<file path="config.mk">
export PLATFORM = sky130hd
export DESIGN_NAME = auxiliary_bus_control
export DESIGN_NICKNAME = d
export VERILOG_FILES = /design/src/core/aux_bus_pkg.sv /design/src/core/auxiliary_bus_control.sv /design/src/core/strobe_timer.sv
export SDC_FILE = /design/constraint.sdc
export NUM_CORES = 1
export LEC_CHECK = 0
export BUFFER_PORTS_ARGS = -buffer_cell sky130_fd_sc_hd__buf_4
export CAP_MARGIN = 5
export CELL_PAD_IN_SITES_DETAIL_PLACEMENT = 0
export CELL_PAD_IN_SITES_GLOBAL_PLACEMENT = 1
export CORE_MARGIN = 1.5
export CORE_UTILIZATION = 27
export CTS_CLUSTER_SIZE = 8
export DETAILED_ROUTE_END_ITERATION = 12
export PLACE_DENSITY = 0.78
export SETUP_SLACK_MARGIN = 0.2
export SKIP_LAST_GASP = 1
export SLEW_MARGIN = 40
export SYNTH_ARGS = -nofsm -noshare
export SYNTH_HDL_FRONTEND = slang
export SYNTH_SLANG_ARGS = --single-unit
</file>
<file path="constraint.sdc">
create_clock -name aclk -period 2.3 [get_ports aclk]
set_clock_uncertainty 0.05 [all_clocks]
set_input_delay 0.115 -clock aclk [delete_from_list [all_inputs] [get_ports aclk]]
set_output_delay 0.115 -clock aclk [all_outputs]
set_load 0.02 [all_outputs]
</file>
<file path="src/core/aux_bus_pkg.sv">
package aux_bus_pkg;

    // ****************************************************************
    // Register map
    // ****************************************************************
    localparam int unsigned        ADDR_W       = 12;
    localparam logic [ADDR_W-1:0]  AUX_INDEX    = 12'h08e;
    localparam logic [ADDR_W-1:0]  STATUS_INDEX = 12'h08f;
    localparam logic [ADDR_W-1:0]  AUX_ADDR     = 12'(AUX_INDEX * 4);
    localparam logic [ADDR_W-1:0]  STATUS_ADDR  = 12'(STATUS_INDEX * 4);

    // ****************************************************************
    // Control field positions and values after reset
    // ****************************************************************
    localparam int unsigned  BIT_SUPPRESS   = 0;
    localparam int unsigned  BIT_EXT_SEL    = 1;
    localparam int unsigned  BIT_SIZE_LO    = 2;
    localparam int unsigned  BIT_SIZE_HI    = 3;
    localparam int unsigned  BIT_STRETCH    = 5;
    localparam int unsigned  BIT_PULLUP_DIS = 7;
    localparam logic [7:0]   AUX_RESET      = 8'h0c;
    localparam logic [7:0]   AUX_WMASK      = 8'haf;

    // ****************************************************************
    // Status field positions
    // ****************************************************************
    localparam int unsigned  ST_BUSY        = 0;
    localparam int unsigned  ST_ALE_DRIVEN  = 1;
    localparam int unsigned  ST_LAST_EXT    = 2;
    localparam int unsigned  ST_LIMIT_LO    = 4;

    // ****************************************************************
    // Cycle counts
    // ****************************************************************
    localparam logic [2:0]   ALE_DIV_NORMAL = 3'h6;
    localparam logic [2:0]   ALE_DIV_DOUBLE = 3'h3;
    localparam logic [4:0]   STROBE_SHORT   = 5'h06;
    localparam logic [4:0]   STROBE_LONG    = 5'h0c;

    localparam logic [1:0]   RESP_OKAY      = 2'h0;
    localparam logic [1:0]   RESP_SLVERR    = 2'h2;

    // Usable internal bytes for a size code: 256 times code plus one
    function automatic logic [10:0] xram_limit(input logic [1:0] size);
        xram_limit = {size, 8'h00} + 11'h100;
    endfunction

endpackage

</file>
<file path="src/core/auxiliary_bus_control.sv">
// Contract
// Suppress set: latch strobe only during external moves, code moves, external fetches.
// While the latch strobe is suppressed, the pin is left weakly pulled high.
// Suppress clear: strobe every sixth oscillator clock, every third in double speed.
// Strobe-suppress control is bit 0 of the register at address 8Eh.
// Bit 7 set disables the weak port pull-ups; cleared enables them.
// Bit 5 clear: external read and write strobes last 6 clock periods.
// Bit 5 set: external read and write strobes are stretched longer.
// Bits 3:2 limit internal expanded RAM to 256, 512, 768 or 1024 bytes.
// Bit 1 clear steers pointer moves internal; set steers them external.
// Reset value 0X0X 1100b; register is not bit-addressable.
// Reserved bits 6 and 4 read undefined; software never writes them one.
//
// The implementer's own choice: the AXI4-Lite register port.
`timescale 1ns/1ps
`default_nettype none

module auxiliary_bus_control (
    input  wire logic                       aclk,
    input  wire logic                       aresetn,
    // AXI4-Lite slave
    input  wire logic [aux_bus_pkg::ADDR_W-1:0] s_axi_awaddr,
    input  wire logic [2:0]                 s_axi_awprot,
    input  wire logic                       s_axi_awvalid,
    output logic                            s_axi_awready,
    input  wire logic [31:0]                s_axi_wdata,
    input  wire logic [3:0]                 s_axi_wstrb,
    input  wire logic                       s_axi_wvalid,
    output logic                            s_axi_wready,
    output logic [1:0]                      s_axi_bresp,
    output logic                            s_axi_bvalid,
    input  wire logic                       s_axi_bready,
    input  wire logic [aux_bus_pkg::ADDR_W-1:0] s_axi_araddr,
    input  wire logic [2:0]                 s_axi_arprot,
    input  wire logic                       s_axi_arvalid,
    output logic                            s_axi_arready,
    output logic [31:0]                     s_axi_rdata,
    output logic [1:0]                      s_axi_rresp,
    output logic                            s_axi_rvalid,
    input  wire logic                       s_axi_rready,
    // Core activity
    input  wire logic                       double_speed,
    input  wire logic                       external_move_active,
    input  wire logic                       code_move_active,
    input  wire logic                       external_fetch_active,
    // Address latch strobe pin
    output logic                            ale_out,
    output logic                            ale_oe,
    output logic                            ale_weak_pullup,
    // Port pull-ups
    output logic                            port_pullup_en,
    // Pointer-addressed data moves
    input  wire logic                       xdata_req,
    input  wire logic                       xdata_we,
    input  wire logic [15:0]                xdata_addr,
    output logic                            xdata_ready,
    output logic                            xdata_to_internal,
    output logic                            xdata_to_external,
    output logic [10:0]                     xram_size_limit,
    // External memory strobes
    output logic                            read_strobe_n,
    output logic                            write_strobe_n,
    output logic                            strobe_done
);

    import aux_bus_pkg::*;

    typedef struct packed {
        logic              aw_held;
        logic [ADDR_W-1:0] aw_addr;
        logic              w_held;
        logic [7:0]        w_byte;
        logic              w_lane;
        logic              bvalid;
        logic [1:0]        bresp;
        logic              rvalid;
        logic [31:0]       rdata;
        logic [1:0]        rresp;
        logic [7:0]        ctrl;
        logic [2:0]        ale_cnt;
        logic              ale;
        logic              ale_drive;
        logic              to_int;
        logic              to_ext;
        logic              last_ext;
    } state_t;

    state_t s_q;
    state_t s_d;

    logic        strobe_busy;
    logic        strobe_start;
    logic        suppress;
    logic        ext_sel;
    logic        stretch;
    logic [1:0]  size_code;
    logic [10:0] limit;
    logic        activity;
    logic [2:0]  ale_period;
    logic        go_internal;
    logic        accept_x;
    logic        do_write;
    logic        do_read;
    logic [31:0] status_word;

    // ****************************************************************
    // Control field decode
    // ****************************************************************
    assign suppress  = s_q.ctrl[BIT_SUPPRESS];
    assign ext_sel   = s_q.ctrl[BIT_EXT_SEL];
    assign stretch   = s_q.ctrl[BIT_STRETCH];
    assign size_code = {s_q.ctrl[BIT_SIZE_HI], s_q.ctrl[BIT_SIZE_LO]};
    assign limit     = xram_limit(size_code);

    assign activity   = external_move_active | code_move_active | external_fetch_active;
    assign ale_period = double_speed ? ALE_DIV_DOUBLE : ALE_DIV_NORMAL;

    // ****************************************************************
    // Data move steering
    // ****************************************************************
    // One move at a time: a new one waits until the strobe has ended
    assign accept_x    = xdata_req & ~strobe_busy;
    assign go_internal = ~ext_sel & ({5'h00, limit} > xdata_addr);
    assign strobe_start = accept_x & ~go_internal;

    // ****************************************************************
    // Bus handshake
    // ****************************************************************
    assign do_write = s_q.aw_held & s_q.w_held & ~s_q.bvalid;
    assign do_read  = s_axi_arvalid & ~s_q.rvalid;

    always_comb begin
        status_word                                = 32'h0000_0000;
        status_word[ST_BUSY]                       = strobe_busy;
        status_word[ST_ALE_DRIVEN]                 = s_q.ale_drive;
        status_word[ST_LAST_EXT]                   = s_q.last_ext;
        status_word[ST_LIMIT_LO +: 11]             = limit;
    end

    always_comb begin
        s_d        = s_q;
        s_d.to_int = 1'b0;
        s_d.to_ext = 1'b0;

        // Write address and data are taken in either order
        if (s_axi_awvalid && !s_q.aw_held && !s_q.bvalid) begin
            s_d.aw_held = 1'b1;
            s_d.aw_addr = s_axi_awaddr;
        end
        if (s_axi_wvalid && !s_q.w_held && !s_q.bvalid) begin
            s_d.w_held = 1'b1;
            s_d.w_byte = s_axi_wdata[7:0];
            s_d.w_lane = s_axi_wstrb[0];
        end
        if (do_write) begin
            s_d.aw_held = 1'b0;
            s_d.w_held  = 1'b0;
            s_d.bvalid  = 1'b1;
            if (s_q.aw_addr == AUX_ADDR) begin
                s_d.bresp = RESP_OKAY;
                // Whole byte only; reserved bits never store a one
                if (s_q.w_lane) begin
                    s_d.ctrl = s_q.w_byte & AUX_WMASK;
                end
            end else if (s_q.aw_addr == STATUS_ADDR) begin
                s_d.bresp = RESP_OKAY;
            end else begin
                s_d.bresp = RESP_SLVERR;
            end
        end
        if (s_q.bvalid && s_axi_bready) begin
            s_d.bvalid = 1'b0;
        end

        if (do_read) begin
            s_d.rvalid = 1'b1;
            if (s_axi_araddr == AUX_ADDR) begin
                s_d.rdata = {24'h000000, s_q.ctrl & AUX_WMASK};
                s_d.rresp = RESP_OKAY;
            end else if (s_axi_araddr == STATUS_ADDR) begin
                s_d.rdata = status_word;
                s_d.rresp = RESP_OKAY;
            end else begin
                s_d.rdata = 32'h0000_0000;
                s_d.rresp = RESP_SLVERR;
            end
        end else if (s_q.rvalid && s_axi_rready) begin
            s_d.rvalid = 1'b0;
        end

        // Latch strobe divider; a period change restarts cleanly at wrap
        if (s_q.ale_cnt >= ale_period - 3'h1) begin
            s_d.ale_cnt = 3'h0;
        end else begin
            s_d.ale_cnt = s_q.ale_cnt + 3'h1;
        end
        s_d.ale_drive = ~suppress | activity;
        s_d.ale       = (s_q.ale_cnt == 3'h0) & (~suppress | activity);

        if (accept_x) begin
            s_d.to_int   = go_internal;
            s_d.to_ext   = ~go_internal;
            s_d.last_ext = ~go_internal;
        end
    end

    // ****************************************************************
    // State register
    // ****************************************************************
    always_ff @(posedge aclk) begin
        if (!aresetn) begin
            s_q.aw_held   <= 1'b0;
            s_q.aw_addr   <= '0;
            s_q.w_held    <= 1'b0;
            s_q.w_byte    <= 8'h00;
            s_q.w_lane    <= 1'b0;
            s_q.bvalid    <= 1'b0;
            s_q.bresp     <= RESP_OKAY;
            s_q.rvalid    <= 1'b0;
            s_q.rdata     <= 32'h0000_0000;
            s_q.rresp     <= RESP_OKAY;
            s_q.ctrl      <= AUX_RESET;
            s_q.ale_cnt   <= 3'h0;
            s_q.ale       <= 1'b0;
            s_q.ale_drive <= 1'b1;
            s_q.to_int    <= 1'b0;
            s_q.to_ext    <= 1'b0;
            s_q.last_ext  <= 1'b0;
        end else begin
            s_q <= s_d;
        end
    end

    // ****************************************************************
    // External strobe timing
    // ****************************************************************
    strobe_timer u_strobe_timer (
        .aclk           (aclk),
        .aresetn        (aresetn),
        .start          (strobe_start),
        .is_write       (xdata_we),
        .stretch        (stretch),
        .busy           (strobe_busy),
        .read_strobe_n  (read_strobe_n),
        .write_strobe_n (write_strobe_n),
        .done           (strobe_done)
    );

    // ****************************************************************
    // Outputs
    // ****************************************************************
    assign s_axi_awready = ~s_q.aw_held & ~s_q.bvalid;
    assign s_axi_wready  = ~s_q.w_held & ~s_q.bvalid;
    assign s_axi_bvalid  = s_q.bvalid;
    assign s_axi_bresp   = s_q.bresp;
    assign s_axi_arready = ~s_q.rvalid;
    assign s_axi_rvalid  = s_q.rvalid;
    assign s_axi_rdata   = s_q.rdata;
    assign s_axi_rresp   = s_q.rresp;

    assign ale_out         = s_q.ale;
    assign ale_oe          = s_q.ale_drive;
    assign ale_weak_pullup = ~s_q.ale_drive;
    assign port_pullup_en  = ~s_q.ctrl[BIT_PULLUP_DIS];

    assign xdata_ready       = ~strobe_busy;
    assign xdata_to_internal = s_q.to_int;
    assign xdata_to_external = s_q.to_ext;
    assign xram_size_limit   = limit;

endmodule // auxiliary_bus_control

`default_nettype wire

</file>
<file path="src/core/strobe_timer.sv">
`timescale 1ns/1ps
`default_nettype none

module strobe_timer (
    input  wire logic  aclk,
    input  wire logic  aresetn,
    input  wire logic  start,
    input  wire logic  is_write,
    input  wire logic  stretch,
    output logic       busy,
    output logic       read_strobe_n,
    output logic       write_strobe_n,
    output logic       done
);

    import aux_bus_pkg::*;

    typedef struct packed {
        logic       active;
        logic [4:0] cnt;
        logic       rd_n;
        logic       wr_n;
        logic       done;
    } timer_t;

    timer_t s_q;
    timer_t s_d;

    // ****************************************************************
    // Strobe length counter
    // ****************************************************************
    always_comb begin
        s_d      = s_q;
        s_d.done = 1'b0;
        if (s_q.active) begin
            if (s_q.cnt == 5'h00) begin
                s_d.active = 1'b0;
                s_d.rd_n   = 1'b1;
                s_d.wr_n   = 1'b1;
                s_d.done   = 1'b1;
            end else begin
                s_d.cnt = s_q.cnt - 5'h01;
            end
        end else if (start) begin
            // Length latched at start; a later change waits for the next access
            s_d.active = 1'b1;
            s_d.cnt    = (stretch ? STROBE_LONG : STROBE_SHORT) - 5'h01;
            s_d.rd_n   = is_write;
            s_d.wr_n   = ~is_write;
        end
    end

    always_ff @(posedge aclk) begin
        if (!aresetn) begin
            s_q <= '{active: 1'b0, cnt: 5'h00, rd_n: 1'b1, wr_n: 1'b1, done: 1'b0};
        end else begin
            s_q <= s_d;
        end
    end

    assign busy           = s_q.active;
    assign read_strobe_n  = s_q.rd_n;
    assign write_strobe_n = s_q.wr_n;
    assign done           = s_q.done;

endmodule // strobe_timer

`default_nettype wire

</file>
## Word level (Yosys, flattened, before mapping)

Cells that the tools add are included.

- Eq/ne operators: 6
- Muxes and demuxes: 13
- $lt $le $gt $ge: 2
- Bitwise logic cells: 24
- Add/subtract/negate cells: 5
- Reductions and logical operators: 21

Operators with widths:

| cell | count |
|---|---|
| 12-bit by 10-bit equality test with 1-bit output (second input constant) | 4 |
| 34-bit 2-to-1 mux | 1 |
| 17-bit 2-to-1 mux | 1 |
| 11-bit by 16-bit greater-than comparator with 1-bit output | 1 |
| 8-bit 2-to-1 mux | 2 |
| 1-bit inverter | 12 |
| 10-bit by 9-bit adder with 11-bit output (second input constant) | 1 |
| 5-bit by 1-bit subtractor with 5-bit output (second input constant) | 2 |
| 1-bit AND | 9 |
| 2-bit AND reduction | 4 |
| 1-bit logical AND | 6 |
| 3-bit 2-to-1 mux | 2 |
| 2-bit OR reduction | 3 |
| 5-bit logical NOT | 1 |
| 5-bit 2-to-1 mux | 1 |
| 2-bit 2-to-1 mux | 2 |
| 4-bit 2-to-1 mux | 1 |
| 2-bit inequality test (second input constant) | 2 |
| 2-bit nonzero test | 2 |
| 3-bit by 1-bit adder with 3-bit output (second input constant) | 1 |
| 3-bit >= comparator | 1 |
| 1-bit logical NOT | 3 |
| 3-bit logical NOT | 1 |
| 1-bit 2-to-1 mux | 3 |
| other kinds (3) | 5 |

- Bits in registers: 84
- Output and inout port bits: 62
- Word-level logic and storage cells: 93
- Input bits: 95

## Longest topological paths before layout

- Word-level depth: 7
- Depth in mapped cells: 8
- Gate-level depth less buffers: 7

## Cells and area by module

A second synthesis with hierarchy kept.

- Cells, all modules: 327
- Area, all modules: 2861.5 µm²

Modules (own cells, without submodules):

| module | instances | area each (µm²) | seq. area each (µm²) | cells each |
|---|---|---|---|---|
| auxiliary_bus_control | 1 | 2447.3 | 960.9 | 281 |
| strobe_timer | 1 | 414.1 | 180.2 | 46 |

## Least setup slack after synthesis

OpenSTA, ideal clock, no wires.

- Path kind: reg-to-reg
- From: register s_q[10] (netlist bit)
- To: register u_strobe_timer.s_q[5] (netlist bit)
- Required time: 2.135 ns
- Clock period less this slack: 2.150 ns
- Cell stages (with the launch flop): 9
- Path buffers: 1
- Setup time: 0.115 ns
- Data arrival time: 1.986 ns
- Slack: 0.150 ns
- Cell sequence: dfxtp_1 ha_1 ha_1 nor4b_1 nand3_1 a21oi_1 buf_2 o22ai_1 o21a_1

- Longest elaborated chain between the ends: 7

RTL lines:

| element | RTL line | source |
|---|---|---|
| start: declaration | auxiliary_bus_control.sv:88 | `state_t s_q;` |
| 10-bit by 9-bit adder with 11-bit output | aux_bus_pkg.sv:45 | `xram_limit = {size, 8'h00} + 11'h100;` |
| named net xram_size_limit[9] | auxiliary_bus_control.sv:59 | `output logic [10:0] xram_size_limit,` |
| 11-bit by 16-bit greater-than comparator with 1-bit output | auxiliary_bus_control.sv:123 | `assign go_internal = ~ext_sel & ({5'h00, limit} > xdata_addr);` |
| 1-bit AND | auxiliary_bus_control.sv:123 |  |
| 1-bit inverter | auxiliary_bus_control.sv:124 | `assign strobe_start = accept_x & ~go_internal;` |
| 1-bit AND | auxiliary_bus_control.sv:124 |  |
| 2-bit nonzero test (no line) | -- |  |
| 2-bit AND reduction (no line) | -- |  |
| end signal: assignment | strobe_timer.sv:55 | `s_q <= '{active: 1'b0, cnt: 5'h00, rd_n: 1'b1, wr_n: 1'b1, done: 1'b0};` |
| end: declaration | strobe_timer.sv:26 | `timer_t s_q;` |

The timed path passes the listed nets, and every way through them passes these cells.
A chain may end at the register's enable or synchronous reset.

## Worst setup path after layout

- From: register s_q[11] (netlist bit)
- To: register u_strobe_timer.s_q[5] (netlist bit)

- Longest elaborated chain between the ends: 7

RTL lines:

| element | RTL line |
|---|---|
| 10-bit by 9-bit adder with 11-bit output | aux_bus_pkg.sv:45 |
| 11-bit by 16-bit greater-than comparator with 1-bit output | auxiliary_bus_control.sv:123 |
| 1-bit AND | auxiliary_bus_control.sv:123 |
| 1-bit inverter | auxiliary_bus_control.sv:124 |
| 1-bit AND | auxiliary_bus_control.sv:124 |
| 2-bit nonzero test (no line) | -- |
| 2-bit AND reduction (no line) | -- |

Every way passes these cells.

==> reports/qor.txt <==
Final setup viols: 0
synthesized cell area: 2760 sq um
Reg2Reg Depth: 8
initial detailed-routing violation count: 60
top cell type's share of synthesized area: 41.3%
register area: 1140 sq um
gr usage total: 12.3%
Rows: 36
routed vias: 2334
wire per inst: 11.3 um
P per Cell Area: 635 nW/um^2
Cells after Synth: 317
Post-synth EDFFs: 0
synth unique cells: 43
root buffer cell: clkbuf_8
IO Port Bufs: 88
largest net degree at the start of global routing: 36
n_diodes: 0
top post-synthesis cells by count: dfxtp_1, buf_4, nand2_1, nor2_1, a21oi_1
FF+latch count, synth: 57
Initial Util: 28.0%
Worst Setup End Kind: register
drt total wl: 6.38 mm
drt via density: 4.15
CP max stage cell: dfxtp_2
first-pass GRT wire length: 10.7 mm
clock period minus final worst setup slack: 2000 ps
post-route cell area: 3880 sq um
Max-slew headroom: 66.2%
initial antenna violation count: 0
Worst-path clk slew: 60 ps
FFs w/ async S/R, synth: 0%
CTS tree: built
Skew-Pair Late Insertion Delay: 330 ps
Seq/Total Area, Yosys: 41.3%
critical path fanouts, max: 10
number of CTS-inserted buffers: 9
max cap viols: 0
Slew Limit Fails: 0
multi-input logic area: 1350 sq um
critical path, cell by cell: ha_4 -> ha_1 -> nor4bb_2 -> nand3_1 -> a21oi_2 -> buf_6 -> o22ai_1 -> o21a_1
Max VDD drop: 0.311 mV
drt pass-1 iters: 4
fin crit share: 86.9%
Placed Area: 3380 sq um
Top Ports: 157
Fin. Hold Viols: 0
Antenna Nets Post-Route: 0
Fin Setup TNS: 0 ps
most common cell in the netlist: dfxtp_1
crit start category: register
Sink Count: 57
# DRC: 0
status: complete, no violations
Setup Crit Path Kind: reg -> reg
static leakage: 1.74 nW
Chip Width: 104 um
die area: 10900 sq um
hold path cells: 3
Worst Hold Class: in -> reg
Post-DP HPWL: 4.65 mm
RSZ-0062 raised after global routing: false
final net count: 530
Placer Congestion: 0.749
largest cells by area after synthesis: dfxtp_1, buf_4, mux2i_1, nand2_1, nor2_1
layout cell share with drive strength beyond 1: 29.3%
prevailing post-synth register cell: dfxtp_1
H-tree depth: 3
die height: 104 um
core footprint: 9860 sq um
worst slew pin tran: 507 ps
Syn-to-layout area delta: 40.2%
CTS max path bufs: 2
Fmax: 500 MHz
Design Power: 2.46 mW
crit path DAT: 2180 ps
Data required, critical path: 2480 ps
largest area contributor in the netlist: dfxtp_1
yosys warns: 0
final-layout fill cell count: 1002
number of global-route vias before repair: 2332
Worst path max stage delay: 340 ps
GRT Residual Overflow: 0
Mapped Avg Cell Area: 8.72 sq um
[worst max-delay path: cells and delay by family (launching register included)]
family	cells	cell delay, ps
AO/OA/AOI/OAI	3	460
adder cells (fa/ha/maj)	2	480
buffers and inverters	1	160
flip-flops	1	340
AND/OR/NAND/NOR	2	400
[logic make-up (layout without fill, tap and decap cells)]
group                    Yosys count  after routing  share of synthesized area, %
multiplexers                      19             19                          7.02
flip-flops                        57             57                          41.3
buffers and inverters             72            153                          15.8
AND/OR/NAND/NOR                  111            111                          20.6
other                              1             33                         0.136
adder cells (fa/ha/maj)           10             10                          4.53
XOR/XNOR                           3              3                         0.951
AO/OA/AOI/OAI                     44             44                          9.64
[flip-flops by register name, indices dropped and copies added (netlist names)]
register                       count
s_axi_rvalid                       1
u_strobe_timer.s_q                 5
s_axi_bvalid                       1
ale_oe                             1
u_strobe_timer.read_strobe_n       1
xdata_to_internal                  1
s_axi_rdata                        9
u_strobe_timer.busy                1
s_axi_rresp                        1
s_q                               30
u_strobe_timer.write_strobe_n      1
u_strobe_timer.done                1
ale_out                            1
s_axi_bresp                        1
xdata_to_external                  1
ext_sel                            1
[path summary, 6_finish.rpt]
path | end | slack [ps] | from
setup / recovery | u_strobe_timer.s_q[5] | 300 | s_q[11]
hold / removal | xdata_to_internal | 70 | xdata_req
setup reg to reg | u_strobe_timer.s_q[5] | 300 | s_q[11]
hold reg to reg | s_q[5] | 400 | s_q[5]
[layout by cell type, fill, tap and decap left out, types with 10 or more instances in the layout]
master         Yosys  final
a21oi_1           23     22
nand2_1           36     36
dfxtp_1           57     55
nor2_1            36     36
buf_4             44     93
clkbuf_8           0     10
mux2i_1           16     16
conb_1             1     33
inv_1             18     18
dlygate4sd3_1      0     25
[through the flow]
stage	util [%]	setup WS, ps	hold slack [ps]	cells
detailed placement	34.3	52.5	300	521
global route	39.3	161	83.9	563
floorplan	-	209	181	349
finish	39.3	300	69.0	563
CTS	39.1	229	46.5	563
global placement	34.3	111	296	521
[report_power, final]
group / internal, mW / leakage, nW / total (mW) / switching [mW]
logic: 0.217 / 1.18 / 0.458 / 0.241
registers: 1.05 / 0.466 / 1.08 / 0.0381
clock network: 0.528 / 0.0974 / 0.919 / 0.391
total: 1.79 / 1.74 / 2.46 / 0.670
[routing by layer]
| layer | global-route usage [%] | vias up | routed length, um |
|---|---|---|---|
| met5 | 0 | - | 0 |
| met4 | 5.56 | 0 | 63 |
| met3 | 3.88 | 7 | 378 |
| met2 | 21.1 | 79 | 3170 |
| met1 | 13.8 | 1055 | 2770 |
| li1 | - | 1193 | - |
[what timing repair did]
item	CTS	global route
endpoints found under the setup margin	5	4
setup buffers	1	0
pin swaps	1	3
hold endpoints to repair	24	0
resized for setup	6	3
hold buffers	25	0
[layout make-up]
type                       count  area share (%)
sequential                    57            29.5
tap                          133            4.29
clock buffer                  13            3.84
timing repair buffer         119            24.8
multi-input combinational    220            34.8
clock inverter                 3            1.03
inverter                      18            1.74
(Power assumes the default switching activity.)
